==> config.mk <==
export PLATFORM = sky130hd
export DESIGN_NAME = gate_status_fault_indicator
export DESIGN_NICKNAME = d
export VERILOG_FILES = /design/src/gate_status_pkg.sv /design/src/gate_status_fault_indicator.sv
export VERILOG_INCLUDE_DIRS = /design/src
export SDC_FILE = /design/constraint.sdc
export NUM_CORES = 1
export LEC_CHECK = 0
export BUFFER_PORTS_ARGS = -buffer_cell sky130_fd_sc_hd__buf_2
export CORE_MARGIN = 10
export CORE_UTILIZATION = 40
export DETAILED_ROUTE_END_ITERATION = 10
export GPL_TIMING_DRIVEN = 0
export HOLD_SLACK_MARGIN = 0.05
export PLACE_DENSITY_LB_ADDON = 0.2
export SLEW_MARGIN = 20
export SYNTH_ARGS = -nofsm -noshare
export SYNTH_HDL_FRONTEND = slang
export SYNTH_SLANG_ARGS = --single-unit
==> constraint.sdc <==
create_clock -name clock_i -period 2.9 [get_ports clock_i]
set_input_delay 0.29 -clock clock_i [delete_from_list [all_inputs] [get_ports clock_i]]
set_output_delay 0.29 -clock clock_i [all_outputs]
set_load 0.1 [all_outputs]
==> src/gate_status_map.svh <==
// offsets, field positions, reset values and timing counts of the status block
`ifndef GATE_STATUS_MAP_SVH
`define GATE_STATUS_MAP_SVH

`define CLK_PS        25000
`define QTR_MS        250
`define PWR_STEP_S    3'd1
`define HOLD_S        6'd60
`define LINK_ALARM_S  6'd60
`define RUN_TAIL_S    9'd300
`define CHIRP_S       3'd5

`define REG_CTRL      4'h0
`define REG_STATUS    4'h4
`define REG_FAULTS    4'h8
`define CTRL_RESET    24'h3C0203
`define CTRL_PRE      7:0
`define CTRL_REV      15:8
`define CTRL_MAXRUN   23:16

`define PIN_STOP      0
`define PIN_RESET     1
`define PIN_EMERG     2
`define PIN_PEER      3
`define PIN_LOWAC     4
`define PIN_BFAIL     5
`define PIN_BOK       6
`define PIN_MAINS     7

`define FLT_ENTRAP    0
`define FLT_RTO_OPEN  1
`define FLT_RTO_CLOSE 2
`define FLT_LINK      3
`define FLT_EMERG     4
`define FLT_BATT      5
`define FLT_PEER      6
`define FLT_LOWAC     7
`define FLT_INLOCK    8
`define FLT_COMPAT    9
`define FLT_NVM       10
`define FLT_MISMATCH  11
`define FLT_MOTOR     12
`define FLT_MAINS     13
`define FLT_RTO_LOSS  14
`define DISABLE_MASK  15'h1FFF
`define EMERG_MASK    15'h1FF7
`define NO_FAULT      4'hF

`define TXT_DASHES    16'h2D2D
`define TXT_TYPE      16'h534C
`define TXT_STOP      16'h3545
`define TXT_CLOSED    16'h4645
`define TXT_OPEN      16'h4644
`define TXT_ENTRAP    16'h456E
`define CH_DASH       8'h2D
`define CH_LOW        8'h5F
`define CH_BLANK      8'h20
`define CH_ZERO       8'h30

`endif

==> src/gate_status_pkg.sv <==
// types of the gate status and fault indication block
package gate_status_pkg;
`include "gate_status_map.svh"

	typedef enum logic [3:0] {
		PH_DASH = 4'b0001,
		PH_VER  = 4'b0010,
		PH_TYPE = 4'b0100,
		PH_RUN  = 4'b1000
	} phase_t;

	typedef struct packed {
		logic [23:0] qcnt;
		logic [1:0]  qtr;
		logic [2:0]  s5;
		phase_t      phase;
		logic [2:0]  pstep;
		logic [7:0]  s1;
		logic [7:0]  s2;
		logic [7:0]  s3;
		logic [7:0]  flt;
		logic [7:0]  cd;
		logic        cd_pre;
		logic [7:0]  run_sec;
		logic        moving_d;
		logic [15:0] hold_txt;
		logic [5:0]  hold_s;
		logic        obst;
		logic [14:0] fl;
		logic [5:0]  lnk_alarm;
		logic        lnk_d;
		logic        post_rt;
		logic [8:0]  tail;
		logic [1:0]  spin;
		logic [15:0] disp;
		logic        beep;
		logic        run_ok;
		logic        emg_ok;
		logic        lnk_lamp;
		logic        mr_lamp;
		logic [23:0] ctrl;
		logic        aw_ok;
		logic        w_ok;
		logic [3:0]  awaddr;
		logic [31:0] wdata;
		logic [3:0]  wstrb;
		logic        bvalid;
		logic [1:0]  bresp;
		logic        rvalid;
		logic [31:0] rdata;
		logic [1:0]  rresp;
	} state_t;

endpackage

==> src/gate_status_fault_indicator.sv <==
// gate operator status display, beeper, lamps and fault lockout logic
// Notes on behaviour
// - power-up: dashes, version, then gate type
// - leaving programming reruns the power-up display
// - idle shows rotating dashes, direction shows charging
// - hold last position code up to one minute
// - pre-start countdown in whole seconds
// - nonzero reverse delay counts down on display
// - show elapsed running seconds while moving
// - two obstructions lock out, constant beep
// - reset press clears lockout, never starts motion
// - link failure: blink lamp, code, minute alarm
// - transmitter trouble follows its causes, gate normal
// - trouble doubles beeps, run tail, idle chirps
// - run timeout locks out, then double beeps
// - separate timeout codes, max-run lamp lit
// - emergency full open locks until stop
// - battery fault disables until upper threshold
// - peer entrapment disables until peer clears
// - low supply disables until supply recovers
// - input during lockout: own code, stop clears
// - firmware mismatch and memory failure disable gate
// - motor mismatch retried on next movement request
// - mains loss and post-loss timeout codes
//
// Added by the designer: the AXI4-Lite slave port and the register offsets.
`timescale 1ns/1ps
`include "gate_status_map.svh"

module gate_status_fault_indicator
	import gate_status_pkg::*;
#(
	parameter int         QTR_CYCLES  = int'((64'd`QTR_MS * 64'd1000000000) / 64'd`CLK_PS),
	parameter logic [7:0] FW_VERSION  = 8'h2A, // arbitrary value
	parameter logic       BATT_MODEL  = 1'b0
) (
	input  wire logic        clock_i,
	input  wire logic        reset_i,
	input  wire logic        stop_button_i,
	input  wire logic        reset_button_i,
	input  wire logic        emergency_open_input_i,
	input  wire logic        peer_entrap_i,
	input  wire logic        low_ac_i,
	input  wire logic        batt_below_fail_i,
	input  wire logic        batt_above_upper_i,
	input  wire logic        mains_lost_i,
	input  wire logic        moving_i,
	input  wire logic        dir_open_i,
	input  wire logic        stopped_i,
	input  wire logic        full_open_i,
	input  wire logic        full_close_i,
	input  wire logic        obstruct_i,
	input  wire logic        prestart_i,
	input  wire logic        reverse_i,
	input  wire logic        move_req_i,
	input  wire logic        prog_exit_i,
	input  wire logic        charging_i,
	input  wire logic        peer_link_fail_i,
	input  wire logic        fw_incompat_i,
	input  wire logic        nvm_fail_i,
	input  wire logic        motor_mismatch_i,
	input  wire logic        motor_fail_i,
	input  wire logic        open_now_mode_i,
	input  wire logic        tx_low_batt_i,
	input  wire logic        tx_tamper_i,
	input  wire logic        tx_missing_i,
	output logic [15:0]      display_o,
	output logic             beeper_o,
	output logic             peer_link_lamp_o,
	output logic             max_run_lamp_o,
	output logic             run_permit_o,
	output logic             emergency_permit_o,
	input  wire logic [3:0]  s_axi_awaddr,
	input  wire logic        s_axi_awvalid,
	output logic             s_axi_awready,
	input  wire logic [31:0] s_axi_wdata,
	input  wire logic [3:0]  s_axi_wstrb,
	input  wire logic        s_axi_wvalid,
	output logic             s_axi_wready,
	output logic [1:0]       s_axi_bresp,
	output logic             s_axi_bvalid,
	input  wire logic        s_axi_bready,
	input  wire logic [3:0]  s_axi_araddr,
	input  wire logic        s_axi_arvalid,
	output logic             s_axi_arready,
	output logic [31:0]      s_axi_rdata,
	output logic [1:0]       s_axi_rresp,
	output logic             s_axi_rvalid,
	input  wire logic        s_axi_rready
);

	////////////////////////////////////////////////////////////////////////

	localparam state_t RST_STATE = '{
		phase: PH_DASH,
		ctrl:  `CTRL_RESET,
		default: '0
	};

	state_t      r;
	state_t      n;
	logic [7:0]  pins;
	logic [7:0]  press;
	logic [7:0]  lvl;
	logic [14:0] f;
	logic [3:0]  code;
	logic        q_tick;
	logic        s_tick;
	logic        trouble;
	logic        fast;
	logic        cont;
	logic        move_rise;
	logic        stop_p;
	logic        clr_p;
	logic        idle;
	logic [1:0]  wsel;
	logic [1:0]  rsel;

	// two ascii digits, clamped at 99
	function automatic logic [15:0] dec2(input logic [7:0] v);
		logic [7:0] c;
		c = (v > 8'd99) ? 8'd99 : v;
		return {8'(`CH_ZERO + c / 8'd10), 8'(`CH_ZERO + c % 8'd10)};
	endfunction

	// 0: unmapped, 1: control, 2: status, 3: fault flags
	function automatic logic [1:0] reg_sel(input logic [3:0] a);
		if (a == `REG_CTRL) begin
			return 2'd1;
		end else if (a == `REG_STATUS) begin
			return 2'd2;
		end else if (a == `REG_FAULTS) begin
			return 2'd3;
		end else begin
			return 2'd0;
		end
	endfunction

	assign pins = {mains_lost_i, batt_above_upper_i, batt_below_fail_i, low_ac_i,
		peer_entrap_i, emergency_open_input_i, reset_button_i, stop_button_i};

	// a change counts only once stages two and three agree
	genvar gi;
	generate
		for (gi = 0; gi < 8; gi++) begin : g_pin
			assign lvl[gi]   = (r.s2[gi] == r.s3[gi]) ? r.s3[gi] : r.flt[gi];
			assign press[gi] = lvl[gi] & ~r.flt[gi];
		end
	endgenerate

	////////////////////////////////////////////////////////////////////////

	assign q_tick    = (r.qcnt == 24'(QTR_CYCLES - 1));
	assign s_tick    = q_tick && (r.qtr == 2'd3);
	assign trouble   = tx_low_batt_i | tx_tamper_i | tx_missing_i;
	assign move_rise = moving_i & ~r.moving_d;
	assign stop_p    = press[`PIN_STOP];
	assign clr_p     = press[`PIN_STOP] | press[`PIN_RESET];

	always_comb begin
		f = r.fl;
		f[`FLT_LINK]   = peer_link_fail_i;
		f[`FLT_PEER]   = r.flt[`PIN_PEER];
		f[`FLT_LOWAC]  = r.flt[`PIN_LOWAC];
		f[`FLT_COMPAT] = fw_incompat_i;
		f[`FLT_NVM]    = nvm_fail_i;
		f[`FLT_MOTOR]  = motor_fail_i;
		f[`FLT_MAINS]  = r.flt[`PIN_MAINS] & open_now_mode_i;
		code = `NO_FAULT;
		for (int i = 14; i >= 0; i--) begin
			if (f[i]) begin
				code = 4'(i);
			end
		end
	end

	assign idle = !moving_i && r.cd == 8'd0 && r.hold_s == 6'd0;

	////////////////////////////////////////////////////////////////////////

	always_comb begin
		n = r;
		n.s1 = pins;
		n.s2 = r.s1;
		n.s3 = r.s2;
		n.flt = lvl;
		n.moving_d = moving_i;
		n.lnk_d = peer_link_fail_i;
		n.qcnt = q_tick ? 24'h000000 : r.qcnt + 24'h000001;
		if (q_tick) begin
			n.qtr = r.qtr + 2'd1;
			// a model with a battery spins the other way while charging
			n.spin = (BATT_MODEL && charging_i) ? r.spin - 2'd1 : r.spin + 2'd1;
		end
		if (s_tick) begin
			n.s5 = (r.s5 == `CHIRP_S - 3'd1) ? 3'd0 : r.s5 + 3'd1;
		end

		// power-up display steps
		case (r.phase)
			PH_DASH: begin
				if (s_tick) begin
					n.pstep = r.pstep + 3'd1;
					if (r.pstep == `PWR_STEP_S - 3'd1) begin
						n.pstep = 3'd0;
						n.phase = PH_VER;
					end
				end
			end
			PH_VER: begin
				if (s_tick) begin
					n.pstep = r.pstep + 3'd1;
					if (r.pstep == `PWR_STEP_S - 3'd1) begin
						n.pstep = 3'd0;
						n.phase = PH_TYPE;
					end
				end
			end
			PH_TYPE: begin
				if (s_tick) begin
					n.pstep = r.pstep + 3'd1;
					if (r.pstep == `PWR_STEP_S - 3'd1) begin
						n.pstep = 3'd0;
						n.phase = PH_RUN;
					end
				end
			end
			PH_RUN: begin
				n.pstep = 3'd0;
			end
			default: begin
				n.phase = PH_DASH;
			end
		endcase
		if (prog_exit_i) begin
			n.phase = PH_DASH;
			n.pstep = 3'd0;
		end

		// countdowns
		if (s_tick && r.cd != 8'd0) begin
			n.cd = r.cd - 8'd1;
		end
		if (prestart_i) begin
			n.cd = r.ctrl[`CTRL_PRE];
			n.cd_pre = 1'b1;
		end else if (reverse_i && r.ctrl[`CTRL_REV] != 8'd0) begin
			n.cd = r.ctrl[`CTRL_REV];
			n.cd_pre = 1'b0;
		end

		// run timer
		if (move_rise) begin
			n.run_sec = 8'd0;
			n.hold_s = 6'd0;
		end else if (s_tick && moving_i && r.run_sec != 8'hFF) begin
			n.run_sec = r.run_sec + 8'd1;
		end

		// last position hold
		if (s_tick && r.hold_s != 6'd0) begin
			n.hold_s = r.hold_s - 6'd1;
		end
		if (stopped_i) begin
			n.hold_txt = `TXT_STOP;
			n.hold_s = `HOLD_S;
		end else if (full_close_i) begin
			n.hold_txt = `TXT_CLOSED;
			n.hold_s = `HOLD_S;
		end else if (full_open_i) begin
			n.hold_txt = `TXT_OPEN;
			n.hold_s = `HOLD_S;
		end

		// clears come first so that a set in the same cycle wins
		if (clr_p) begin
			n.fl[`FLT_ENTRAP] = 1'b0;
			n.fl[`FLT_RTO_OPEN] = 1'b0;
			n.fl[`FLT_RTO_CLOSE] = 1'b0;
		end
		if (move_req_i || move_rise) begin
			n.post_rt = 1'b0;
			n.fl[`FLT_MISMATCH] = 1'b0;
		end
		if (clr_p && (r.fl[`FLT_RTO_OPEN] || r.fl[`FLT_RTO_CLOSE])) begin
			n.post_rt = 1'b1;
		end
		if (stop_p) begin
			n.fl[`FLT_EMERG] = 1'b0;
			n.fl[`FLT_INLOCK] = 1'b0;
			n.lnk_alarm = 6'd0;
		end
		if (r.flt[`PIN_BOK]) begin
			n.fl[`FLT_BATT] = 1'b0;
			n.fl[`FLT_RTO_LOSS] = 1'b0;
		end
		if (full_open_i || full_close_i) begin
			n.obst = 1'b0;
		end

		if (obstruct_i) begin
			n.obst = ~r.obst;
			if (r.obst) begin
				n.fl[`FLT_ENTRAP] = 1'b1;
				n.hold_txt = `TXT_ENTRAP;
				n.hold_s = `HOLD_S;
			end
		end
		// the run counter still holds the last run's seconds on the starting edge
		if (moving_i && !move_rise && r.ctrl[`CTRL_MAXRUN] != 8'd0
			&& r.run_sec >= r.ctrl[`CTRL_MAXRUN]
			&& !r.fl[`FLT_RTO_OPEN] && !r.fl[`FLT_RTO_CLOSE]) begin
			n.fl[`FLT_RTO_OPEN] = dir_open_i;
			n.fl[`FLT_RTO_CLOSE] = ~dir_open_i;
			n.fl[`FLT_RTO_LOSS] = r.flt[`PIN_MAINS] | r.fl[`FLT_RTO_LOSS];
			n.post_rt = 1'b0;
		end
		if (r.fl[`FLT_ENTRAP] && (move_req_i || press[`PIN_EMERG])) begin
			n.fl[`FLT_INLOCK] = 1'b1;
		end
		if (full_open_i && r.flt[`PIN_EMERG]) begin
			n.fl[`FLT_EMERG] = 1'b1;
		end
		if (r.flt[`PIN_BFAIL] && r.flt[`PIN_MAINS]) begin
			n.fl[`FLT_BATT] = 1'b1;
		end
		if (motor_mismatch_i) begin
			n.fl[`FLT_MISMATCH] = 1'b1;
		end

		// link alarm runs one minute unless stop silences it
		if (s_tick && r.lnk_alarm != 6'd0 && !stop_p) begin
			n.lnk_alarm = r.lnk_alarm - 6'd1;
		end
		if (peer_link_fail_i && !r.lnk_d) begin
			n.lnk_alarm = `LINK_ALARM_S;
		end

		// run alarm tail after stopping with transmitter trouble
		if (s_tick && r.tail != 9'd0) begin
			n.tail = r.tail - 9'd1;
		end
		if (!trouble) begin
			n.tail = 9'd0;
		end else if (r.moving_d && !moving_i) begin
			n.tail = `RUN_TAIL_S;
		end

		// display
		if (r.phase == PH_DASH) begin
			n.disp = `TXT_DASHES;
		end else if (r.phase == PH_VER) begin
			n.disp = dec2(FW_VERSION);
		end else if (r.phase == PH_TYPE) begin
			n.disp = `TXT_TYPE;
		end else if (code != `NO_FAULT) begin
			// code alternates with its number once a second
			n.disp = r.s5[0] ? dec2({4'h0, code}) : `TXT_ENTRAP;
		end else if (r.cd != 8'd0) begin
			n.disp = dec2(r.cd);
		end else if (moving_i) begin
			n.disp = dec2(r.run_sec);
		end else if (r.hold_s != 6'd0) begin
			n.disp = r.hold_txt;
		end else begin
			case (r.spin)
				2'd0: n.disp = {`CH_DASH, `CH_BLANK};
				2'd1: n.disp = {`CH_BLANK, `CH_DASH};
				2'd2: n.disp = {`CH_BLANK, `CH_LOW};
				default: n.disp = {`CH_LOW, `CH_BLANK};
			endcase
		end

		// beeper
		fast = trouble ? (r.qtr[0] == 1'b0) : (r.qtr == 2'd0);
		cont = f[`FLT_ENTRAP] | f[`FLT_RTO_OPEN] | f[`FLT_RTO_CLOSE] | (r.lnk_alarm != 6'd0);
		if (cont) begin
			n.beep = 1'b1;
		end else if ((r.cd != 8'd0 && r.cd_pre) || moving_i || r.tail != 9'd0) begin
			n.beep = fast;
		end else if (r.post_rt) begin
			n.beep = (r.s5 == 3'd0) && (r.qtr[0] == 1'b0);
		end else if (trouble && idle) begin
			n.beep = (r.s5 == 3'd0) && (r.qtr == 2'd0);
		end else begin
			n.beep = 1'b0;
		end

		// lamps and permits; the reset press only clears, it never asks to run
		n.lnk_lamp = peer_link_fail_i & ~r.qtr[1];
		n.mr_lamp = f[`FLT_RTO_OPEN] | f[`FLT_RTO_CLOSE];
		n.run_ok = (f & `DISABLE_MASK) == 15'h0000 && r.phase == PH_RUN;
		n.emg_ok = (f & `EMERG_MASK) == 15'h0000 && r.phase == PH_RUN;

		// register bus
		wsel = reg_sel(r.awaddr);
		rsel = reg_sel(s_axi_araddr);
		if (s_axi_awvalid && s_axi_awready) begin
			n.aw_ok = 1'b1;
			n.awaddr = s_axi_awaddr;
		end
		if (s_axi_wvalid && s_axi_wready) begin
			n.w_ok = 1'b1;
			n.wdata = s_axi_wdata;
			n.wstrb = s_axi_wstrb;
		end
		if (r.aw_ok && r.w_ok) begin
			n.aw_ok = 1'b0;
			n.w_ok = 1'b0;
			n.bvalid = 1'b1;
			n.bresp = (wsel == 2'd0) ? 2'b10 : 2'b00;
			if (wsel == 2'd1) begin
				for (int b = 0; b < 3; b++) begin
					if (r.wstrb[b]) begin
						n.ctrl[b*8 +: 8] = r.wdata[b*8 +: 8];
					end
				end
			end
		end else if (r.bvalid && s_axi_bready) begin
			n.bvalid = 1'b0;
		end
		if (s_axi_arvalid && s_axi_arready) begin
			n.rvalid = 1'b1;
			n.rresp = (rsel == 2'd0) ? 2'b10 : 2'b00;
			if (rsel == 2'd1) begin
				n.rdata = {8'h00, r.ctrl};
			end else if (rsel == 2'd2) begin
				n.rdata = {8'h00, r.cd, r.run_sec, trouble, r.beep, r.run_ok,
					code != `NO_FAULT, code};
			end else if (rsel == 2'd3) begin
				n.rdata = {17'h00000, f};
			end else begin
				n.rdata = 32'h00000000;
			end
		end else if (r.rvalid && s_axi_rready) begin
			n.rvalid = 1'b0;
		end
	end

	always_ff @(posedge clock_i) begin
		if (reset_i) begin
			r <= RST_STATE;
		end else begin
			r <= n;
		end
	end

	////////////////////////////////////////////////////////////////////////

	assign s_axi_awready      = !r.aw_ok && !r.bvalid;
	assign s_axi_wready       = !r.w_ok && !r.bvalid;
	assign s_axi_bvalid       = r.bvalid;
	assign s_axi_bresp        = r.bresp;
	assign s_axi_arready      = !r.rvalid;
	assign s_axi_rvalid       = r.rvalid;
	assign s_axi_rdata        = r.rdata;
	assign s_axi_rresp        = r.rresp;
	assign display_o          = r.disp;
	assign beeper_o           = r.beep;
	assign peer_link_lamp_o   = r.lnk_lamp;
	assign max_run_lamp_o     = r.mr_lamp;
	assign run_permit_o       = r.run_ok;
	assign emergency_permit_o = r.emg_ok;

endmodule

==> key figures <==
Yosys
  – Register area share after synthesis: 0.408
  – Cell taking the most area after synthesis: dfxtp_1
  – Post-synthesis instance total: 1478
  – Synth warnings: 0
  – Mapped Area: 11900 sq um
  – Number of synthesized register bits: 242
  – Post-synth EDFFs: 0
  – Asr flop ratio synth: 0
  – Synth top area cells: dfxtp_1 41%, a21oi_1 6.9%, nand2_1 5.4%
  – Dominant synthesized flop cell: dfxtp_1
  – Mean Syn Cell Area: 8.03 sq um
  – Top cell type's share of synthesized area: 0.408
  – Yosys cell types: 76

Critical path
  – Cell family with most CP delay: simple AND/OR/NAND/NOR gates
  – Crit-path cells: nor2b_2, a22oi_1, o32ai_4, and2_4, inv_1, ha_1, or4_4, ha_1, a22o_1, a21oi_1, o21ai_1, a21oi_1
  – Worst Path Buf+Inv: 1
  – Critical Path AT: 3.25 ns
  – CP startpoint kind: flip-flop
  – Slowest-stage cell, CP: or4_4
  – CP Class: flip-flop to flip-flop
  – Critical Path Max Stage Delay: 0.54 ns
  – Crit-path max FO: 5
  – Endpoint type of the worst setup path: flip-flop
  – Required time of the critical path: 3.28 ns

Global routing
  – Vias in the first global route: 10538
  – Gr usage total: 0.189
  – Met2 usage: 0.308
  – Largest net degree at the start of global routing: 14
  – Gr ovfl total: 0
  – Gr busiest metal: met2
  – Met1 GRT Util: 0.247
  – GR Util met3: 0.0328
  – Initial antenna violation count: 1
  – First-pass GRT wire length: 56600 um

Floorplanning
  – Die width: 192 um
  – Initial core utilization: 0.409
  – Io pins: 141
  – Core Rows: 62
  – Die ar.: 36900 sq um
  – Core area: 29000 sq um
  – Die Ht: 192 um

Clocking
  – Clk sinks: 242
  – Longest Clk Path Bufs: 3
  – Clock latency on the worst-skew pair: 0.53 ns
  – CTS buffer count: 26
  – Clock Tree Root: clkbuf_16
  – Clock Pin Slew Worst Setup and Hold Paths: 0.07 ns
  – CTS tree: built
  – Htree depth: 1

Route
  – DR iter-0 viols: 645
  – Vias: 11029
  – Post-route ant nets: 0
  – Number of detailed-route iterations in the first pass: 5
  – Final WL: 36100 um
  – Via-to-Cell Ratio: 5.28
  – DR WL/cell: 17.3 um
  – Drt drc: 0

Finish
  – Area Growth Syn to Fin: 23.1%
  – Utilization after layout: 0.503
  – Share of post-route cells with drive strength above 1: 0.166
  – Most frequent cells in the layout: 239 x dfxtp_1, 171 x nand2_1, 162 x a21oi_1
  – Commonest non-fill, non-tap cell in the layout: dfxtp_1
  – Final nets: 1799
  – Filler cell count: 2827

Status
  – Outcome: finished clean

Placed design
  – Port bufs: 118
  – Dpl hpwl: 26800 um
  – Placer congestion estimate: 1.00

Power
  – Switching share of power: 0.261
  – Leakage: 5.83 nW
  – Maximum VDD drop: 405 uV
  – Flop pwr share: 0.425
  – Pwr/cell area: 565 nW/um^2
  – Internal power: 6.10 mW
  – Net Sw Power: 2.15 mW
  – Logic gate share of total power: 0.127
  – Clock power frac: 0.448

STA
  – Fmax: 0.348 GHz
  – Slew Limit Headroom: 0.309
  – Post-route minimum period: 2.87 ns
  – Setup TNS: 0 ns
  – Fin crit share: 0.990
  – Final setup fails: 0
  – Unrepaired setup endpoints after global routing: yes
  – Final slew viol count: 0
  – Tightest Pin Transition: 1.04 ns
  – Skew final: 0.00874 ns
  – Final hold vios: 0

Job
  – Max-cap violations: 0

Min path
  – Hold Path Class: primary input to flip-flop
through the flow:
| stage | hold WS (ns) | setup WS (ns) | cells | power (mW) | instance area, sq um |
|---|---|---|---|---|---|
| 2_1_floorplan | 0.368 | 0.0672 | 1488 | 4.24 | 11900 |
| 3_3_place_gp | 0.416 | -0.314 | 1990 | 4.51 | 13000 |
| 3_5_place_dp | 0.426 | -0.331 | 1990 | 4.52 | 13000 |
| 4_1_cts | 0.0587 | -0.0735 | 2084 | 8.28 | 14500 |
| 5_1_grt | 0.0967 | -0.0876 | 2089 | 8.55 | 14600 |
| 6_report | 0.0801 | 0.0281 | 2090 | 8.25 | 14600 |
cell type report:
type,count,area [sq um],share of cell area
inverter,58,218,0.0149
clock buffer,35,786,0.0538
timing repair buffer,172,1120,0.0766
tap,384,480,0.0329
clock inverter,10,183,0.0125
multi-input combinational,1061,6270,0.429
buffer,127,701,0.0480
antenna,1,2.50,0.000171
sequential,242,4850,0.332
registers in the layout, summed over array words and instances (netlist names):
register            cells
beeper_o                1
display_o              16
emergency_permit_o      1
f                      10
max_run_lamp_o          1
n                      16
peer_link_lamp_o        1
r                     167
run_permit_o            1
s_axi_bresp             1
s_axi_bvalid            1
s_axi_rdata            24
s_axi_rresp             1
s_axi_rvalid            1
worst paths after layout:
path | startpoint | end | slack, ns | cells past startpoint
max | r[196] | display_o[5] | 0.03 | 12
min | s_axi_arvalid | s_axi_rdata[4] | 0.08 | 3
max reg2reg | r[196] | display_o[5] | 0.03 | 12
min reg2reg | n[222] | n[214] | 0.43 | 1
cell usage after synthesis (all sizes together) (10+ instances only):
cell type,n
a211oi,18
a21oi,163
a31oi,16
and2,13
buf,65
clkbuf,62
dfxtp,242
ha,32
inv,57
mux2i,23
nand2,172
nand2b,22
nand3,58
nand4,12
nor2,157
nor2b,35
nor3,56
nor4,17
o211ai,10
o21ai,55
or3,20
xnor2,23
xor2,21
worst register-to-register path: cells and delay by family (launching register included):
kind                     cells  cell delay [ns]
adder cells (fa/ha/maj)      2             0.47
AND/OR/NAND/NOR              3             1.03
buffers and inverters        1             0.05
AO/OA/AOI/OAI                6             0.74
flip-flops                   1             0.42
power groups by stage:
| stage | clock (mW) | sequential, mW | combinational [mW] |
|---|---|---|---|
| 2_1_floorplan | 0 | 3.57 | 0.671 |
| 4_1_cts | 3.76 | 3.50 | 1.01 |
| 3_5_place_dp | 0 | 3.57 | 0.950 |
| 6_report | 3.70 | 3.50 | 1.05 |
| 3_3_place_gp | 0 | 3.57 | 0.942 |
| 5_1_grt | 3.90 | 3.51 | 1.13 |
kinds of logic (layout without fill, tap and decap cells):
family,Yosys count,count (layout),synth area share
other,2,13,0.000633
buffers and inverters,185,402,0.0760
and+or+nand+nor,627,627,0.265
DFF,242,242,0.408
muxes,27,27,0.0232
AOI/OAI and AO/OA,319,319,0.161
adders and majority gates,32,32,0.0338
xor gates and xnor gates,44,44,0.0325
routing by layer:
metal / share of wire / vias to the layer above / wire [um]
met5: 0 / - / 0
met4: 0.030 / 0 / 1090
met3: 0.066 / 66 / 2370
met2: 0.46 / 327 / 16500
met1: 0.45 / 5131 / 16100
li1: - / 5505 / -
repair_timing:
item	CTS	global route
resized for setup	12	25
endpoints found under the hold margin	48	0
setup endpoints to repair	8	40
hold buffers	49	0
setup buffers	0	5
pin swaps	0	2
(Power assumes the default switching activity.)
